## src/design/rpr_pkg.sv

```systemverilog
/*
  Package for the reader PLL / DAC / ADC / RX length register bank: register offsets,
  field positions, preset values, direct command codes and timing constants.
  Assumes a single 100 MHz core clock; the host reaches the bank through a plain register
  port and a direct command strobe decoded elsewhere from the parallel or serial interface.
*/
package rpr_pkg;

  // register offsets on the host register port
  localparam logic [5:0] ADDR_PLL_MAIN   = 6'h16;
  localparam logic [5:0] ADDR_PLL_AUX    = 6'h17;
  localparam logic [5:0] ADDR_DAC        = 6'h18;
  localparam logic [5:0] ADDR_ADC_RESULT = 6'h19;
  localparam logic [5:0] ADDR_RX_LEN_HI  = 6'h1A;
  localparam logic [5:0] ADDR_RX_LEN_LO  = 6'h1B;

  // preset values
  localparam logic [23:0] RST_PLL_MAIN   = 24'h40D84F;
  localparam logic [23:0] RST_PLL_AUX    = 24'h011846;
  localparam logic [7:0]  RST_DAC        = 8'h00;
  localparam logic [7:0]  RST_ADC_RESULT = 8'h00;
  localparam logic [7:0]  RST_RX_LEN     = 8'h00;

  // field positions inside the PLL divider words
  localparam int PLL_BIAS_BIT    = 23;
  localparam int PLL_REF_MSB     = 22;
  localparam int PLL_REF_LSB     = 20;
  localparam int PLL_VCO_DIR_BIT = 22;
  localparam int PLL_EXT_RF_BIT  = 21;
  localparam int PLL_PRESC_BIT   = 20;
  localparam int PLL_B_MSB       = 19;
  localparam int PLL_B_LSB       = 10;
  localparam int PLL_A_MSB       = 9;
  localparam int PLL_A_LSB       = 0;

  // field positions inside the first RX length register
  localparam int RX_SKIP_CRC_BIT = 7;
  localparam int RX_RAW_FIFO_BIT = 6;
  localparam int RX_LEN_HI_MSB   = 1;

  // reference divider codes
  localparam logic [2:0] REF_500K = 3'h0;
  localparam logic [2:0] REF_250K = 3'h1;
  localparam logic [2:0] REF_125K = 3'h2;
  localparam logic [2:0] REF_200K = 3'h4;
  localparam logic [2:0] REF_100K = 3'h5;
  localparam logic [2:0] REF_50K  = 3'h6;
  localparam logic [2:0] REF_25K  = 3'h7;

  // direct command codes handled here
  localparam logic [7:0] CMD_SOFT_INIT = 8'h83;
  localparam logic [7:0] CMD_HOP_MAIN  = 8'h84;
  localparam logic [7:0] CMD_HOP_AUX   = 8'h85;
  localparam logic [7:0] CMD_ADC_TRIG  = 8'h87;

  // timing: a longest time rounds down to whole cycles
  localparam int CLK_PERIOD_NS    = 10;
  localparam int ADC_CONV_TIME_NS = 20000;
  localparam int ADC_CONV_CYCLES  = ADC_CONV_TIME_NS / CLK_PERIOD_NS;

  // adc sequencer states, gray coded along idle -> convert -> done
  typedef enum logic [1:0] {
    ADC_IDLE = 2'b00,
    ADC_CONV = 2'b01,
    ADC_DONE = 2'b11
  } rpr_adc_state_t;

endpackage : rpr_pkg

```

## src/design/rpr_adc_seq.sv

```systemverilog
/*
  ADC conversion sequencer: starts the converter, waits the conversion time and holds the
  last result in a register. Assumes the converter output is valid by the capture cycle
  and that the trigger is a one-cycle pulse in the core clock domain.
*/
module rpr_adc_seq
  import rpr_pkg::*;
#(
  parameter int CONV_CYCLES = ADC_CONV_CYCLES
) (
  input  wire logic       clk_i,
  input  wire logic       rstn_i,
  input  wire logic       preset_i,
  input  wire logic       trig_i,
  input  wire logic [7:0] data_i,
  output logic      [7:0] result_o,
  output logic            busy_o,
  output logic            start_o
);

  logic [15:0]    cnt;
  rpr_adc_state_t state;
  rpr_adc_state_t next_state;
  logic [15:0]    next_cnt;
  wire            last_cyc = (cnt == 16'(CONV_CYCLES - 2));

  // next state; a new trigger restarts a running conversion
  always_comb begin
    next_state = state;
    next_cnt   = cnt;
    case (state)
      ADC_IDLE: begin
        if (trig_i) begin
          next_state = ADC_CONV;
          next_cnt   = 16'h0000;
        end
      end
      ADC_CONV: begin
        next_cnt = cnt + 16'h0001;
        if (trig_i) begin
          next_cnt = 16'h0000;
        end else if (last_cyc) begin
          next_state = ADC_DONE;
        end
      end
      ADC_DONE: begin
        next_state = trig_i ? ADC_CONV : ADC_IDLE;
        next_cnt   = 16'h0000;
      end
      default: begin
        next_state = ADC_IDLE;
      end
    endcase
  end

  // state and counter; chip disable aborts a conversion
  always_ff @(posedge clk_i or negedge rstn_i) begin
    if (!rstn_i) begin
      state <= ADC_IDLE;
      cnt   <= 16'h0000;
    end else if (preset_i) begin
      state <= ADC_IDLE;
      cnt   <= 16'h0000;
    end else begin
      state <= next_state;
      cnt   <= next_cnt;
    end
  end

  // result held until the next conversion completes, so a late read still sees old data
  always_ff @(posedge clk_i or negedge rstn_i) begin
    if (!rstn_i) begin
      result_o <= RST_ADC_RESULT;
    end else if (state == ADC_CONV && last_cyc && !trig_i && !preset_i) begin
      result_o <= data_i;
    end
  end

  // status strobes toward the converter
  always_ff @(posedge clk_i or negedge rstn_i) begin
    if (!rstn_i) begin
      busy_o  <= 1'b0;
      start_o <= 1'b0;
    end else begin
      busy_o  <= !preset_i && (next_state == ADC_CONV);
      start_o <= !preset_i && trig_i;
    end
  end

endmodule : rpr_adc_seq

```

## src/design/rpr_regs.sv

```systemverilog
/*
  Register bank for the reader synthesizer dividers, PA bias options, DAC setting, ADC
  readout and expected receive length, plus the direct commands that retune the
  synthesizer and start an ADC conversion. Assumes the host interface has already turned
  parallel or serial transfers into single-cycle register and command strobes in the
  core clock domain, and that the receiver pulses the end of each reception.
*/

// Functional notes
// - reference code selects 500/250/200/125/100/50/25 kHz PLL reference
// - B in 19:10, A in 9:0, division N = 32*B + 33*A
// - bit 23 doubles PA bias in main word, quadruples it in aux word
// - aux bit 22 chooses normal or direct VCO connection
// - aux bit 21 chooses internal VCO or external RF input pin
// - aux bit 20 enables divider and prescaler for an external VCO
// - main divider presets to 40D84F on reset or chip disable
// - aux divider presets to 011846 on reset or chip disable
// - DAC setting clears to zero on reset or chip disable
// - three-bit measurement select picks the ADC input source
// - command 87 starts conversion; result valid within 20 us
// - skip-CRC bit applies to the next reception only
// - raw FIFO mode stores CRC bytes, header irq becomes second-byte irq
// - raw FIFO mode turns third error irq into reception-finished irq
// - ten-bit receive length split across the two RX length registers
// - both RX length registers clear on reset, chip disable, reception end
// - command 84 retunes from main divider, 85 from aux divider
module rpr_regs
  import rpr_pkg::*;
#(
  parameter int CONV_CYCLES = ADC_CONV_CYCLES
) (
  input  wire logic        REF_CLK_I,
  input  wire logic        RSTN_I,
  input  wire logic        EN_I,
  input  wire logic [5:0]  REG_ADDR_I,
  input  wire logic [23:0] REG_WDATA_I,
  input  wire logic        REG_WR_I,
  input  wire logic        REG_RD_I,
  output logic      [23:0] REG_RDATA_O,
  output logic             REG_RVALID_O,
  input  wire logic [7:0]  CMD_I,
  input  wire logic        CMD_STB_I,
  input  wire logic [2:0]  ADC_MSEL_I,
  input  wire logic [7:0]  ADC_DATA_I,
  output logic      [2:0]  ADC_MSEL_O,
  output logic             ADC_START_O,
  output logic             ADC_BUSY_O,
  input  wire logic        RX_START_I,
  input  wire logic        RX_END_I,
  output logic             RX_SKIP_CRC_O,
  output logic             RX_RAW_FIFO_O,
  output logic             IRQ_HDR_IS_2ND_BYTE_O,
  output logic             THIRD_ERROR_IRQ_IS_RX_DONE_O,
  output logic      [9:0]  RX_LEN_O,
  output logic      [2:0]  PLL_REF_SELECT_O,
  output logic      [9:0]  PLL_REF_KHZ_O,
  output logic      [9:0]  SYNTH_B_O,
  output logic      [9:0]  SYNTH_A_O,
  output logic      [16:0] SYNTH_N_O,
  output logic             SYNTH_LOAD_O,
  output logic             PA_BIAS_DOUBLE_O,
  output logic             PA_BIAS_QUAD_O,
  output logic             VCO_DIRECT_O,
  output logic             EXT_RF_SELECT_O,
  output logic             PRESC_EN_O,
  output logic      [7:0]  DAC_VALUE_O
);

  // stored registers
  logic [23:0] pll_main_divider;
  logic [23:0] pll_aux_divider;
  logic [7:0]  dac_setting;
  logic [7:0]  rx_length_high;
  logic [7:0]  rx_length_low;
  logic [7:0]  adc_result;
  logic        rx_active;

  // direct command decode
  wire cmd_soft_init = CMD_STB_I && (CMD_I == CMD_SOFT_INIT);
  wire cmd_hop_main  = CMD_STB_I && (CMD_I == CMD_HOP_MAIN);
  wire cmd_hop_aux   = CMD_STB_I && (CMD_I == CMD_HOP_AUX);
  wire cmd_adc_trig  = CMD_STB_I && (CMD_I == CMD_ADC_TRIG);

  // chip disable and soft init both act as a synchronous preset
  wire preset = !EN_I || cmd_soft_init;

  // register write decode; the ADC result offset has no write strobe at all
  wire wr_main   = REG_WR_I && (REG_ADDR_I == ADDR_PLL_MAIN);
  wire wr_aux    = REG_WR_I && (REG_ADDR_I == ADDR_PLL_AUX);
  wire wr_dac    = REG_WR_I && (REG_ADDR_I == ADDR_DAC);
  wire wr_rx_hi  = REG_WR_I && (REG_ADDR_I == ADDR_RX_LEN_HI);
  wire wr_rx_lo  = REG_WR_I && (REG_ADDR_I == ADDR_RX_LEN_LO);

  // only the used bits of the first RX length register are stored; bits 5:2 read zero
  wire [7:0] rx_hi_mask  = 8'hC3;
  wire [7:0] rx_hi_wdata = REG_WDATA_I[7:0] & rx_hi_mask;

  // read multiplexer, unmapped offsets read zero
  wire [23:0] rd_mux =
    (REG_ADDR_I == ADDR_PLL_MAIN)   ? pll_main_divider :
    (REG_ADDR_I == ADDR_PLL_AUX)    ? pll_aux_divider :
    (REG_ADDR_I == ADDR_DAC)        ? {16'h0000, dac_setting} :
    (REG_ADDR_I == ADDR_ADC_RESULT) ? {16'h0000, adc_result} :
    (REG_ADDR_I == ADDR_RX_LEN_HI)  ? {16'h0000, rx_length_high} :
    (REG_ADDR_I == ADDR_RX_LEN_LO)  ? {16'h0000, rx_length_low} :
                                      24'h000000;

  // field views of the divider words
  wire [2:0] main_ref = pll_main_divider[PLL_REF_MSB:PLL_REF_LSB];
  wire [9:0] main_b   = pll_main_divider[PLL_B_MSB:PLL_B_LSB];
  wire [9:0] main_a   = pll_main_divider[PLL_A_MSB:PLL_A_LSB];
  wire [9:0] aux_b    = pll_aux_divider[PLL_B_MSB:PLL_B_LSB];
  wire [9:0] aux_a    = pll_aux_divider[PLL_A_MSB:PLL_A_LSB];

  // divider picked by a hop command; a write without a hop does not retune
  wire [9:0] hop_b = cmd_hop_aux ? aux_b : main_b;
  wire [9:0] hop_a = cmd_hop_aux ? aux_a : main_a;
  wire       hop   = cmd_hop_main || cmd_hop_aux;

  // total division through the 32/33 prescaler
  wire [16:0] hop_n = {2'b00, hop_b, 5'b00000} + {2'b00, hop_a, 5'b00000}
                    + {7'h00, hop_a};

  // reference frequency in kHz per divider code; code 3 is not defined and reads zero
  function automatic logic [9:0] ref_khz(input logic [2:0] code);
    logic [9:0] khz;
    khz = 10'h000;
    case (code)
      REF_500K: khz = 10'h1F4;
      REF_250K: khz = 10'h0FA;
      REF_200K: khz = 10'h0C8;
      REF_125K: khz = 10'h07D;
      REF_100K: khz = 10'h064;
      REF_50K:  khz = 10'h032;
      REF_25K:  khz = 10'h019;
      default:  khz = 10'h000;
    endcase
    return khz;
  endfunction : ref_khz

  // main divider word
  always_ff @(posedge REF_CLK_I or negedge RSTN_I) begin
    if (!RSTN_I) begin
      pll_main_divider <= RST_PLL_MAIN;
    end else if (preset) begin
      pll_main_divider <= RST_PLL_MAIN;
    end else if (wr_main) begin
      pll_main_divider <= REG_WDATA_I;
    end
  end

  // auxiliary divider word
  always_ff @(posedge REF_CLK_I or negedge RSTN_I) begin
    if (!RSTN_I) begin
      pll_aux_divider <= RST_PLL_AUX;
    end else if (preset) begin
      pll_aux_divider <= RST_PLL_AUX;
    end else if (wr_aux) begin
      pll_aux_divider <= REG_WDATA_I;
    end
  end

  // DAC setting
  always_ff @(posedge REF_CLK_I or negedge RSTN_I) begin
    if (!RSTN_I) begin
      dac_setting <= RST_DAC;
    end else if (preset) begin
      dac_setting <= RST_DAC;
    end else if (wr_dac) begin
      dac_setting <= REG_WDATA_I[7:0];
    end
  end

  // first RX length register: one-shot options and length bits 9:8;
  // a host write in the end-of-reception cycle wins, so a setting for the next frame is kept
  always_ff @(posedge REF_CLK_I or negedge RSTN_I) begin
    if (!RSTN_I) begin
      rx_length_high <= RST_RX_LEN;
    end else if (preset) begin
      rx_length_high <= RST_RX_LEN;
    end else if (wr_rx_hi) begin
      rx_length_high <= rx_hi_wdata;
    end else if (RX_END_I) begin
      rx_length_high <= RST_RX_LEN;
    end
  end

  // second RX length register: length bits 7:0
  always_ff @(posedge REF_CLK_I or negedge RSTN_I) begin
    if (!RSTN_I) begin
      rx_length_low <= RST_RX_LEN;
    end else if (preset) begin
      rx_length_low <= RST_RX_LEN;
    end else if (wr_rx_lo) begin
      rx_length_low <= REG_WDATA_I[7:0];
    end else if (RX_END_I) begin
      rx_length_low <= RST_RX_LEN;
    end
  end

  // reception in progress, used only to freeze the options seen by the receiver
  always_ff @(posedge REF_CLK_I or negedge RSTN_I) begin
    if (!RSTN_I) begin
      rx_active <= 1'b0;
    end else if (preset || RX_END_I) begin
      rx_active <= 1'b0;
    end else if (RX_START_I) begin
      rx_active <= 1'b1;
    end
  end

  // receive options toward the framer; frozen during a frame so a mid-frame write cannot
  // change how the running reception is checked or where its interrupts go
  always_ff @(posedge REF_CLK_I or negedge RSTN_I) begin
    if (!RSTN_I) begin
      RX_SKIP_CRC_O         <= 1'b0;
      RX_RAW_FIFO_O         <= 1'b0;
      IRQ_HDR_IS_2ND_BYTE_O <= 1'b0;
      THIRD_ERROR_IRQ_IS_RX_DONE_O <= 1'b0;
      RX_LEN_O              <= 10'h000;
    end else if (preset) begin
      RX_SKIP_CRC_O         <= 1'b0;
      RX_RAW_FIFO_O         <= 1'b0;
      IRQ_HDR_IS_2ND_BYTE_O <= 1'b0;
      THIRD_ERROR_IRQ_IS_RX_DONE_O <= 1'b0;
      RX_LEN_O              <= 10'h000;
    end else if (!rx_active || RX_END_I) begin
      RX_SKIP_CRC_O         <= rx_length_high[RX_SKIP_CRC_BIT];
      RX_RAW_FIFO_O         <= rx_length_high[RX_RAW_FIFO_BIT];
      IRQ_HDR_IS_2ND_BYTE_O <= rx_length_high[RX_RAW_FIFO_BIT];
      THIRD_ERROR_IRQ_IS_RX_DONE_O <= rx_length_high[RX_RAW_FIFO_BIT];
      RX_LEN_O              <= {rx_length_high[RX_LEN_HI_MSB:0], rx_length_low};
    end
  end

  // synthesizer divider loaded only by a hop command
  always_ff @(posedge REF_CLK_I or negedge RSTN_I) begin
    if (!RSTN_I) begin
      SYNTH_B_O    <= RST_PLL_MAIN[PLL_B_MSB:PLL_B_LSB];
      SYNTH_A_O    <= RST_PLL_MAIN[PLL_A_MSB:PLL_A_LSB];
      SYNTH_N_O    <= 17'h010EF;
      SYNTH_LOAD_O <= 1'b0;
    end else begin
      SYNTH_LOAD_O <= hop && !preset;
      if (hop && !preset) begin
        SYNTH_B_O <= hop_b;
        SYNTH_A_O <= hop_a;
        SYNTH_N_O <= hop_n;
      end
    end
  end

  // static analog options follow the registers directly
  always_ff @(posedge REF_CLK_I or negedge RSTN_I) begin
    if (!RSTN_I) begin
      PLL_REF_SELECT_O <= RST_PLL_MAIN[PLL_REF_MSB:PLL_REF_LSB];
      PLL_REF_KHZ_O    <= 10'h0C8;
      PA_BIAS_DOUBLE_O <= RST_PLL_MAIN[PLL_BIAS_BIT];
      PA_BIAS_QUAD_O   <= RST_PLL_AUX[PLL_BIAS_BIT];
      VCO_DIRECT_O     <= RST_PLL_AUX[PLL_VCO_DIR_BIT];
      EXT_RF_SELECT_O  <= RST_PLL_AUX[PLL_EXT_RF_BIT];
      PRESC_EN_O       <= RST_PLL_AUX[PLL_PRESC_BIT];
      DAC_VALUE_O      <= RST_DAC;
    end else begin
      PLL_REF_SELECT_O <= main_ref;
      PLL_REF_KHZ_O    <= ref_khz(main_ref);
      PA_BIAS_DOUBLE_O <= pll_main_divider[PLL_BIAS_BIT];
      PA_BIAS_QUAD_O   <= pll_aux_divider[PLL_BIAS_BIT];
      VCO_DIRECT_O     <= pll_aux_divider[PLL_VCO_DIR_BIT];
      EXT_RF_SELECT_O  <= pll_aux_divider[PLL_EXT_RF_BIT];
      PRESC_EN_O       <= pll_aux_divider[PLL_PRESC_BIT];
      DAC_VALUE_O      <= dac_setting;
    end
  end

  // measurement source latched at trigger, so changing it mid-conversion is harmless
  always_ff @(posedge REF_CLK_I or negedge RSTN_I) begin
    if (!RSTN_I) begin
      ADC_MSEL_O <= 3'h0;
    end else if (cmd_adc_trig && !preset) begin
      ADC_MSEL_O <= ADC_MSEL_I;
    end
  end

  // conversion sequencer and result holding register
  rpr_adc_seq #(
    .CONV_CYCLES (CONV_CYCLES)
  ) u_adc_seq (
    .clk_i    (REF_CLK_I),
    .rstn_i   (RSTN_I),
    .preset_i (preset),
    .trig_i   (cmd_adc_trig),
    .data_i   (ADC_DATA_I),
    .result_o (adc_result),
    .busy_o   (ADC_BUSY_O),
    .start_o  (ADC_START_O)
  );

  // registered read port, one cycle after the read strobe
  always_ff @(posedge REF_CLK_I or negedge RSTN_I) begin
    if (!RSTN_I) begin
      REG_RDATA_O  <= 24'h000000;
      REG_RVALID_O <= 1'b0;
    end else begin
      REG_RVALID_O <= REG_RD_I;
      if (REG_RD_I) begin
        REG_RDATA_O <= rd_mux;
      end
    end
  end

endmodule : rpr_regs

```

## config.mk

```make
export PLATFORM = sky130hd
export DESIGN_NAME = rpr_regs
export DESIGN_NICKNAME = d
export VERILOG_FILES = /design/src/design/rpr_pkg.sv /design/src/design/rpr_adc_seq.sv /design/src/design/rpr_regs.sv
export SDC_FILE = /design/constraint.sdc
export NUM_CORES = 1
export LEC_CHECK = 0
export BUFFER_PORTS_ARGS = -buffer_cell sky130_fd_sc_hd__buf_2
export CAP_MARGIN = 10
export CELL_PAD_IN_SITES_DETAIL_PLACEMENT = 1
export CELL_PAD_IN_SITES_GLOBAL_PLACEMENT = 1
export CORE_MARGIN = 3
export CORE_UTILIZATION = 45
export CTS_BUF_LIST = sky130_fd_sc_hd__clkbuf_8
export CTS_CLUSTER_DIAMETER = 50
export DETAILED_ROUTE_END_ITERATION = 7
export MAX_ROUTING_LAYER = met4
export PLACE_DENSITY = 0.91
export SYNTH_ARGS = -nofsm -noshare
export SYNTH_HDL_FRONTEND = slang
export SYNTH_HIERARCHICAL = 1
export SYNTH_SLANG_ARGS = --single-unit
```

## constraint.sdc

```tcl
create_clock -name REF_CLK_I -period 3 [get_ports REF_CLK_I]
set_clock_uncertainty 0.1 [all_clocks]
set_input_delay 0.6 -clock REF_CLK_I [delete_from_list [all_inputs] [get_ports REF_CLK_I]]
set_output_delay 0.6 -clock REF_CLK_I [all_outputs]
set_load 0.01 [all_outputs]
```

# Word level (Yosys, flattened, before mapping)
# Index checks and enable logic that the tools add are counted.
word_totals:
  ff_bits: 205
  wordCells: 125
classes:
  add_sub_neg: 3
  n_eq_ne: 21
  n_mux: 38
  reduce_logical: 34
ops:
  columns: ["cell", "n"]
  rows:
  - ["$mux 24", 6]
  - ["$mux 8", 11]
  - ["$pmux 9 s7", 1]
  - ["$mux 16", 3]
  - ["$pmux 16 s3", 1]
  - ["$mux 10", 4]
  - ["$eq 6x5->1 const B", 6]
  - ["$eq 8x8->1 const B", 4]
  - ["$add 16x10->17", 1]
  - ["$add 15x15->16", 1]
  - ["$add 16x1->16 const B", 1]
  - ["$eq 16x11->1 const B", 1]
  - ["$logic_and 1x1->1", 15]
  - ["$eq 3x3->1 const B", 4]
  - ["$reduce_bool 2->1", 5]
  - ["$mux 2", 4]
  - ["$mux 1", 7]
  - ["$pmux 2 s3", 1]
  - ["$reduce_bool 3->1", 2]
  - ["$eq 2x1->1 const B", 2]
  - ["$logic_not 1->1", 4]
  - ["$logic_or 1x1->1", 4]
  - ["$reduce_bool 4->1", 1]
  - ["$eq 3x1->1 const B", 1]
  - ["6 further kinds", 6]

# Longest topological paths before layout
# Gate-level depths: netlist of run 1.
logic_depth:
  depth_word: 7
  ltp_mapped: 13

# Hierarchy
# Netlist of run 1, hierarchy kept.
by_module_without_submodules:
  columns: ["module", "instances", "cells_each", "area_each_um2"]
  rows:
  - ["rpr_regs", 1, 760, 7911.3]
  - ["rpr_adc_seq", 1, 143, 1516.5]

# Worst setup path before layout of run 1
# No wires, ideal clock.
synth_path:
  path_type: "input to register"
  startpoint: "in CMD_I[3]"
  endpoint: "reg SYNTH_N_O[15]"
  setup_time_ns: 0.082
  arrival_time_ns: 3.521
  t_required_ns: 2.818
  path_slack_ns: -0.703
  cell_stages: 11
  n_path_buf: 1
  cell_sequence: "nor4b_1 > nand4_1 > clkbuf_1 > mux2i_1 > fa_1 > inv_1 > ha_1 > o21ai_0 > o2111a_1 > or4_1 > a31oi_1"
synth_via:
  elab_chain_cells: 5
  word_cells_on_any_way: 14
  cone_classes: "2 x add/sub; 3 x eq/ne; 2 x mux; 7 x reduce/logical"
synth_rtl:
  columns: ["element", "line_no", "source"]
  rows:
  - ["start: declaration", "rpr_regs.sv:41", "input wire logic [7:0] CMD_I,"]
  - ["$eq 8x8->1, on equally long branches", "rpr_regs.sv:81, rpr_regs.sv:79", null]
  - ["$logic_and 1x1->1, on equally long branches", "rpr_regs.sv:81, rpr_regs.sv:79", null]
  - ["$mux 10, or another cell as far along", "rpr_regs.sv:116", "wire [9:0] hop_b = cmd_hop_aux ? aux_b : main_b;"]
  - ["$add 15x15->16 / $logic_not 1->1 (equally long branches)", "rpr_regs.sv:121, rpr_regs.sv:245", null]
  - ["$add 16x10->17 / $logic_and 1x1->1 (equally long branches)", "rpr_regs.sv:122, rpr_regs.sv:245", null]
  - ["end signal: assignment", "rpr_regs.sv:248", "SYNTH_N_O <= hop_n;"]
  - ["end: declaration", "rpr_regs.sv:59", "output logic [16:0] SYNTH_N_O,"]
# Parallel ways exist; a longest one is shown, timed or not.
# A chain may end at the register's enable or synchronous reset.

# Worst setup path after layout of run 1
layout_path:
  startpoint: "in CMD_I[3]"
  endpoint: "reg SYNTH_N_O[12]"
# Same word-level chain as after synthesis.

==> reports/metrics.csv, run 1 <==
metric,value,unit
status,"complete, but fails checks",
violations,negative setup slack,
drive_above_1_share,36.2,%
port_buffers,163,
synth_edf_count,0,
root_buffer,clkbuf_8,
power.leakage,5.52,nW
dr.pass1.iters,5,
synth-main-ff-cell,dfrtp_1,
syn_inst,903,
r2r.worst_path.cells,10,
rows,52,
grt_usage,28.9,%
crit_chain,buf_8 > nor4b_4 > nand4_1 > buf_6 > buf_16 > mux2i_4 > fa_1 > inv_2 > ha_4 > inv_2 > fa_2 > nor2b_4 > o31ai_2 > a2111o_1 > o211ai_1,
slew_violations,0,
syn2layout_area_growth,23.9,%
setup_violations,9,
final_common_cell,dfrtp_1,
worstReg2RegEnd,SYNTH_N_O[12],
clockBufferDepth,2,
maxCapViolations,0,
netlist_area,0.00943,mm²
cpMaxStageDelayCell,fa_1,
final_cell_mix,"dfrtp_1, buf_2, nand2_1",
clk_pin_slew,0.12,ns
place.gp.congestion,0.853,
fp.dieW,151,µm
fin_cells,1377,
ant_nets,0,
drc_errors,0,
end_kind,flop,
critical_path_required,3.31,ns
path_common_cell,inv_2,
r2r-start,pll_main_divider[1],
vias,8198,
fp.dieH,151,µm
clk_latency,0.49,ns
cp_slowest_stage_delay,0.49,ns
synth.area.top_cells,"dfrtp_1, dfstp_2, nand2_1",
die-area,0.0227,mm²
path_max_fanout,5,
final-hold-violation-count,0,
start_util,46.1,%
relSlewSlack,43.3,%
cts_tree,yes,
power_density,419,mW/mm²
crit_type,in2reg,
ios,165,
yosysTopAreaCellShare,43.0,%
drt_wl_total,32700,µm
start_kind,input port,
place_inst,1333,
synthArstFlopShare,100,%
grt_pass1_vias,8649,
post-dp-hpwl,20900,µm
regArea,0.00492,mm²
synthDistinctLibCells,63,
drtIter0Drc,561,
synth_top_area_cell,dfrtp_1,
cts_made_buffers,17,
grt_pass1_wl,48900,µm
grt_antenna_before_repair,1,
clock-sinks,195,
worst-slew-pin-transition,0.850,ns
arrival,3.73,ns
ys_seq_area_share,52.2,%
synth.avg_cell_area,10.4,µm²
synth_warnings,6,
core,0.0204,mm²
hp-class,in2async,
whs,0.0466,ns
final_nets,1176,
syn_nets,986,
worst_slack,-0.423,ns
htree_levels,4,
post-route-period-util,114,%
grt_max_degree,76,
grt.overflow.total,0,
period_needed,3.42,ns
max-vdd-ir-drop,286,µV
wl_per_cell,23.8,µm
multi_input_area,0.00436,mm²
fmax,292,MHz
rsz0062_at_grt,true,
reg2reg_slack,0.11,ns
nFillCells,2269,
ys_ff_latch,195,
via_per_inst,5.95,
==> cells in the mapped netlist (6+ instances only) <==
library cell / count
a21oi_1: 60
a22oi_1: 8
buf_2: 9
buf_4: 9
clkbuf_1: 38
dfrtp_1: 162
dfstp_2: 33
fa_1: 6
ha_1: 20
inv_1: 42
mux2_2: 43
mux2_4: 8
mux2i_1: 46
nand2_1: 130
nand2b_1: 11
nand3_1: 35
nand3b_1: 14
nand4_1: 13
nor2_1: 49
nor2b_1: 7
o21a_1: 7
o21ai_0: 47
o31ai_1: 15
or4_1: 9
==> report_power, final <==
| part | internal (W) | switching [W] | total, W | leakage (nW) |
|---|---|---|---|---|
| clock network | 0.000669 | 0.00114 | 0.00181 | 0.214 |
| logic | 0.000138 | 0.000251 | 0.000389 | 2.71 |
| registers | 0.00267 | 0.0000255 | 0.00270 | 2.60 |
==> metrics by stage <==
stage	setup TNS [ns]	power [W]	utilization, %	cell area, µm²	setup WS, ns
floorplan	-1.93	0.00290	-	9590	-0.339
global placement	-4.33	0.00309	53.4	10900	-0.583
finish	-2.83	0.00490	57.2	11700	-0.423
detailed placement	-6.27	0.00310	53.4	10900	-0.813
CTS	-1.04	0.00487	56.7	11600	-0.249
global route	-3.54	0.00506	57.2	11700	-0.486
==> registers in the layout, summed over array words and instances, names as in the netlist, 9 cells and up <==
register and flops:
REG_RDATA_O 24, pll_aux_divider 24, pll_main_divider 24, u_adc_seq/cnt 16, SYNTH_N_O 12, RX_LEN_O 10
SYNTH_A_O 10, SYNTH_B_O 10, PLL_REF_KHZ_O 9
==> layout make-up <==
class	instances	share of cell area, %
antenna	1	0.0214
clock buffer	18	2.12
clock inverter	14	1.56
inverter	43	1.40
multi-input combinational	603	37.3
sequential	195	42.1
tap	270	2.89
timing repair buffer	233	12.6
==> worst max-delay path: cells and delay by family <==
| family | cells | cell delay, ns |
|---|---|---|
| buffers and inverters | 5 | 0.57 |
| adder cells (fa/ha/maj) | 3 | 1.03 |
| multiplexers | 1 | 0.24 |
| AO/OA/AOI/OAI | 3 | 0.60 |
| AND/OR/NAND/NOR | 3 | 0.66 |
==> logic make-up after synthesis <==
group,synth area share [%]
xor gates and xnor gates,0.372
buffers and inverters,4.86
adders and majority gates,3.93
muxes,12.2
AOI/OAI and AO/OA,10.9
other,0.0398
and+or+nand+nor,15.5
DFF,52.2
==> how the worst max path moves through the flow <==
stage,startpoint,endpoint,slack (ns)
after floorplan,CMD_I[5],SYNTH_N_O[12],-0.34
after global placement,CMD_I[5],SYNTH_N_O[15],-0.58
after detailed placement,CMD_I[5],SYNTH_N_O[12],-0.81
after CTS,CMD_I[4],SYNTH_N_O[15],-0.25
after global routing,CMD_I[3],SYNTH_N_O[10],-0.49
final,CMD_I[3],SYNTH_N_O[12],-0.42
==> what timing repair did <==
action                     in CTS  in global routing
hold buffers                    0                  0
pin swaps                      12                 13
buffers inserted                3                  7
setup endpoints to repair       7                  9
gates cloned                    2                  0
gates resized for setup        24                 16
==> layer usage <==
layer | GRT usage, % | wire length [µm]
met5 | - | 0
met2 | 48.8 | 16500
met3 | 3.76 | 1650
met1 | 33.8 | 12500
met4 | 15.3 | 2030
Power figures use the tool's default switching activity.
==> run 2: changes to the inputs <==
- CORE_UTILIZATION: 45 -> 40
- HOLD_SLACK_MARGIN: unset -> 0.1
- PLACE_DENSITY: 0.91 -> 0.83
==> run 2 against run 1 <==
The run still ends with negative setup slack left. Sequential share of layout area grew 0.45 points. Power is 2.7% lower. Count of clock-buffer cells in the layout fell by 1. Worst hold slack better by 0.19 ns. Utilization is 6.7 points lower. Global-route usage decreased by 5.9 points. Non-clock buffer count is 6 lower. Via count fell by 4.9%. Register-to-register slack improved by 0.06 ns. Cell count rose by 2.8%. Design area decreased by 1.1%. Critical path type unchanged. Largest power group unchanged.
==> reports/metrics.csv, run 2 (synthesis results as in run 1) <==
metric,value,unit
path_max_fanout,4,
htree_levels,4,
crit_type,in2reg,
power_frac_seq,56.5,%
drt_wl_total,29100,µm
root_buffer,clkbuf_8,
final-hold-violation-count,0,
reg2reg_slack,0.17,ns
drtIter0Drc,499,
whs,0.233,ns
p_switching,0.00128,W
port_buffers,163,
grt_usage,23.0,%
min_path_cells,2,
start_util,41.1,%
clockBufferDepth,2,
fp.dieW,160,µm
start_kind,input port,
syn2layout_area_growth,22.6,%
die-area,0.0254,mm²
grt_antenna_before_repair,3,
grt_pass1_vias,8205,
power.leakage,5.51,nW
final_nets,1170,
gr-usage-met3,3.51,%
clk_pin_slew,0.12,ns
ant_nets,0,
final_cell_mix,"dfrtp_1, buf_2, nand2_1",
status,"complete, but fails checks",
place.gp.congestion,0.871,
grt.overflow.total,0,
end_kind,flop,
fmax,305,MHz
relSlewSlack,42.2,%
arrival,3.54,ns
drive_above_1_share,34.3,%
fp.dieH,160,µm
rows,55,
r2r.worst_path.cells,9,
grt_util_met1,29.2,%
hold-path-endpoint,u_adc_seq/result_o[6],
worstReg2RegEnd,SYNTH_N_O[15],
cts_tree,yes,
worst_slack,-0.283,ns
slew_violations,0,
drc_errors,0,
grt_pass1_wl,45600,µm
gr-usage-met2,37.7,%
grt_max_degree,76,
wl_per_cell,20.5,µm
critical_path_required,3.26,ns
post-route-period-util,109,%
pwr-share-comb,7.7,%
final_common_cell,dfrtp_1,
worst-slew-pin-transition,0.867,ns
busiest_layer,met2,
period_needed,3.28,ns
internal_power,0.00348,W
hp-class,in2reg,
cts_made_buffers,17,
maxCapViolations,0,
final_util,50.5,%
ios,165,
switching_share,26.9,%
clockPowerShare,35.8,%
worstHoldStart,ADC_DATA_I[6],
clk_latency,0.48,ns
setup_violations,8,
preCtsSetupSlack,-0.756,ns
vias,7800,
core,0.0229,mm²
rsz0062_at_grt,true,
post-dp-hpwl,20600,µm
power_density,412,mW/mm²
nFillCells,2597,
r2r-start,pll_main_divider[14],
largestRegisters,"REG_RDATA_O: 24 flops, pll_aux_divider: 24 flops, pll_main_divider: 24 flops",
max-vdd-ir-drop,298,µV
violations,negative setup slack,
clock-sinks,195,
via_per_inst,5.51,
dr.pass1.iters,5,
==> run 2: cell count changes in the layout (fill, tap and decap cells not counted), moves of 3 or more <==
cell        previous run  this run
ha_4                  10         4
ha_1                   9        16
clkinv_8               7         0
mux2i_1               36        40
buf_4                 60        51
mux2i_2                5         0
clkinvlp_4             0         3
==> run 2: layout make-up <==
type,instances,area (µm²),area share [%]
multi-input combinational,603,4260,36.8
sequential,195,4920,42.6
timing repair buffer,227,1440,12.5
inverter,43,164,1.42
clock inverter,15,145,1.26
antenna,3,7.51,0.0649
tap,313,392,3.39
clock buffer,17,234,2.02
==> run 2: per-stage QoR <==
| stage | power [W] | setup TNS [ns] | instance area (µm²) | cells |
|---|---|---|---|---|
| final | 0.00477 | -1.60 | 11600 | 1416 |
| after detailed placement | 0.00310 | -6.21 | 11000 | 1376 |
| after global routing | 0.00495 | -2.74 | 11600 | 1416 |
| after floorplan | 0.00290 | -1.93 | 9590 | 903 |
| after CTS | 0.00481 | -1.01 | 11400 | 1409 |
| after global placement | 0.00309 | -4.95 | 11000 | 1376 |
==> run 2: power groups by stage <==
stage | Clock [W] | Sequential (W) | Combinational (W)
4_1_cts | 0.00175 | 0.00269 | 0.000366
5_1_grt | 0.00185 | 0.00270 | 0.000405
3_5_place_dp | 0 | 0.00274 | 0.000361
3_3_place_gp | 0 | 0.00274 | 0.000349
2_1_floorplan | 0 | 0.00275 | 0.000148
6_report | 0.00170 | 0.00269 | 0.000369
==> run 2: worst max path at each step <==
stage                        start            end  slack (ns)  cells past startpoint
after detailed placement  CMD_I[5]  SYNTH_N_O[15]       -0.76                     13
after CTS                 CMD_I[5]  SYNTH_N_O[15]       -0.23                     12
after global routing      CMD_I[5]  SYNTH_N_O[16]       -0.42                     15
after global placement    CMD_I[5]  SYNTH_N_O[14]       -0.61                     14
after floorplan           CMD_I[5]  SYNTH_N_O[12]       -0.34                     13
final                     CMD_I[5]  SYNTH_N_O[14]       -0.28                     15
==> run 2: what timing repair did <==
item                                    CTS  global route
pin swaps                                 0            14
setup buffers                             0             2
gates cloned                              0             3
hold buffers                              1             0
endpoints found under the setup margin    7             9
hold endpoints to repair                 54             0
resized for setup                         4            24
==> run 2: routing by layer <==
metal  share of wire (%)  vias up
met3                 4.1       54
met2                  50      223
li1                    -     3505
met5                   0        -
met1                  43     4018
met4                 3.0        0
==> run 2: worst max-delay path: stages <==
cell       delay, ns
buf_8           0.10
nor4b_4         0.29
nand4_1         0.16
buf_6           0.17
buf_4           0.14
buf_6           0.13
mux2_2          0.31
fa_2            0.42
ha_4            0.19
inv_2           0.06
fa_2            0.26
nor2b_4         0.07
o31a_1          0.31
o2111ai_1       0.21
o211ai_1        0.12
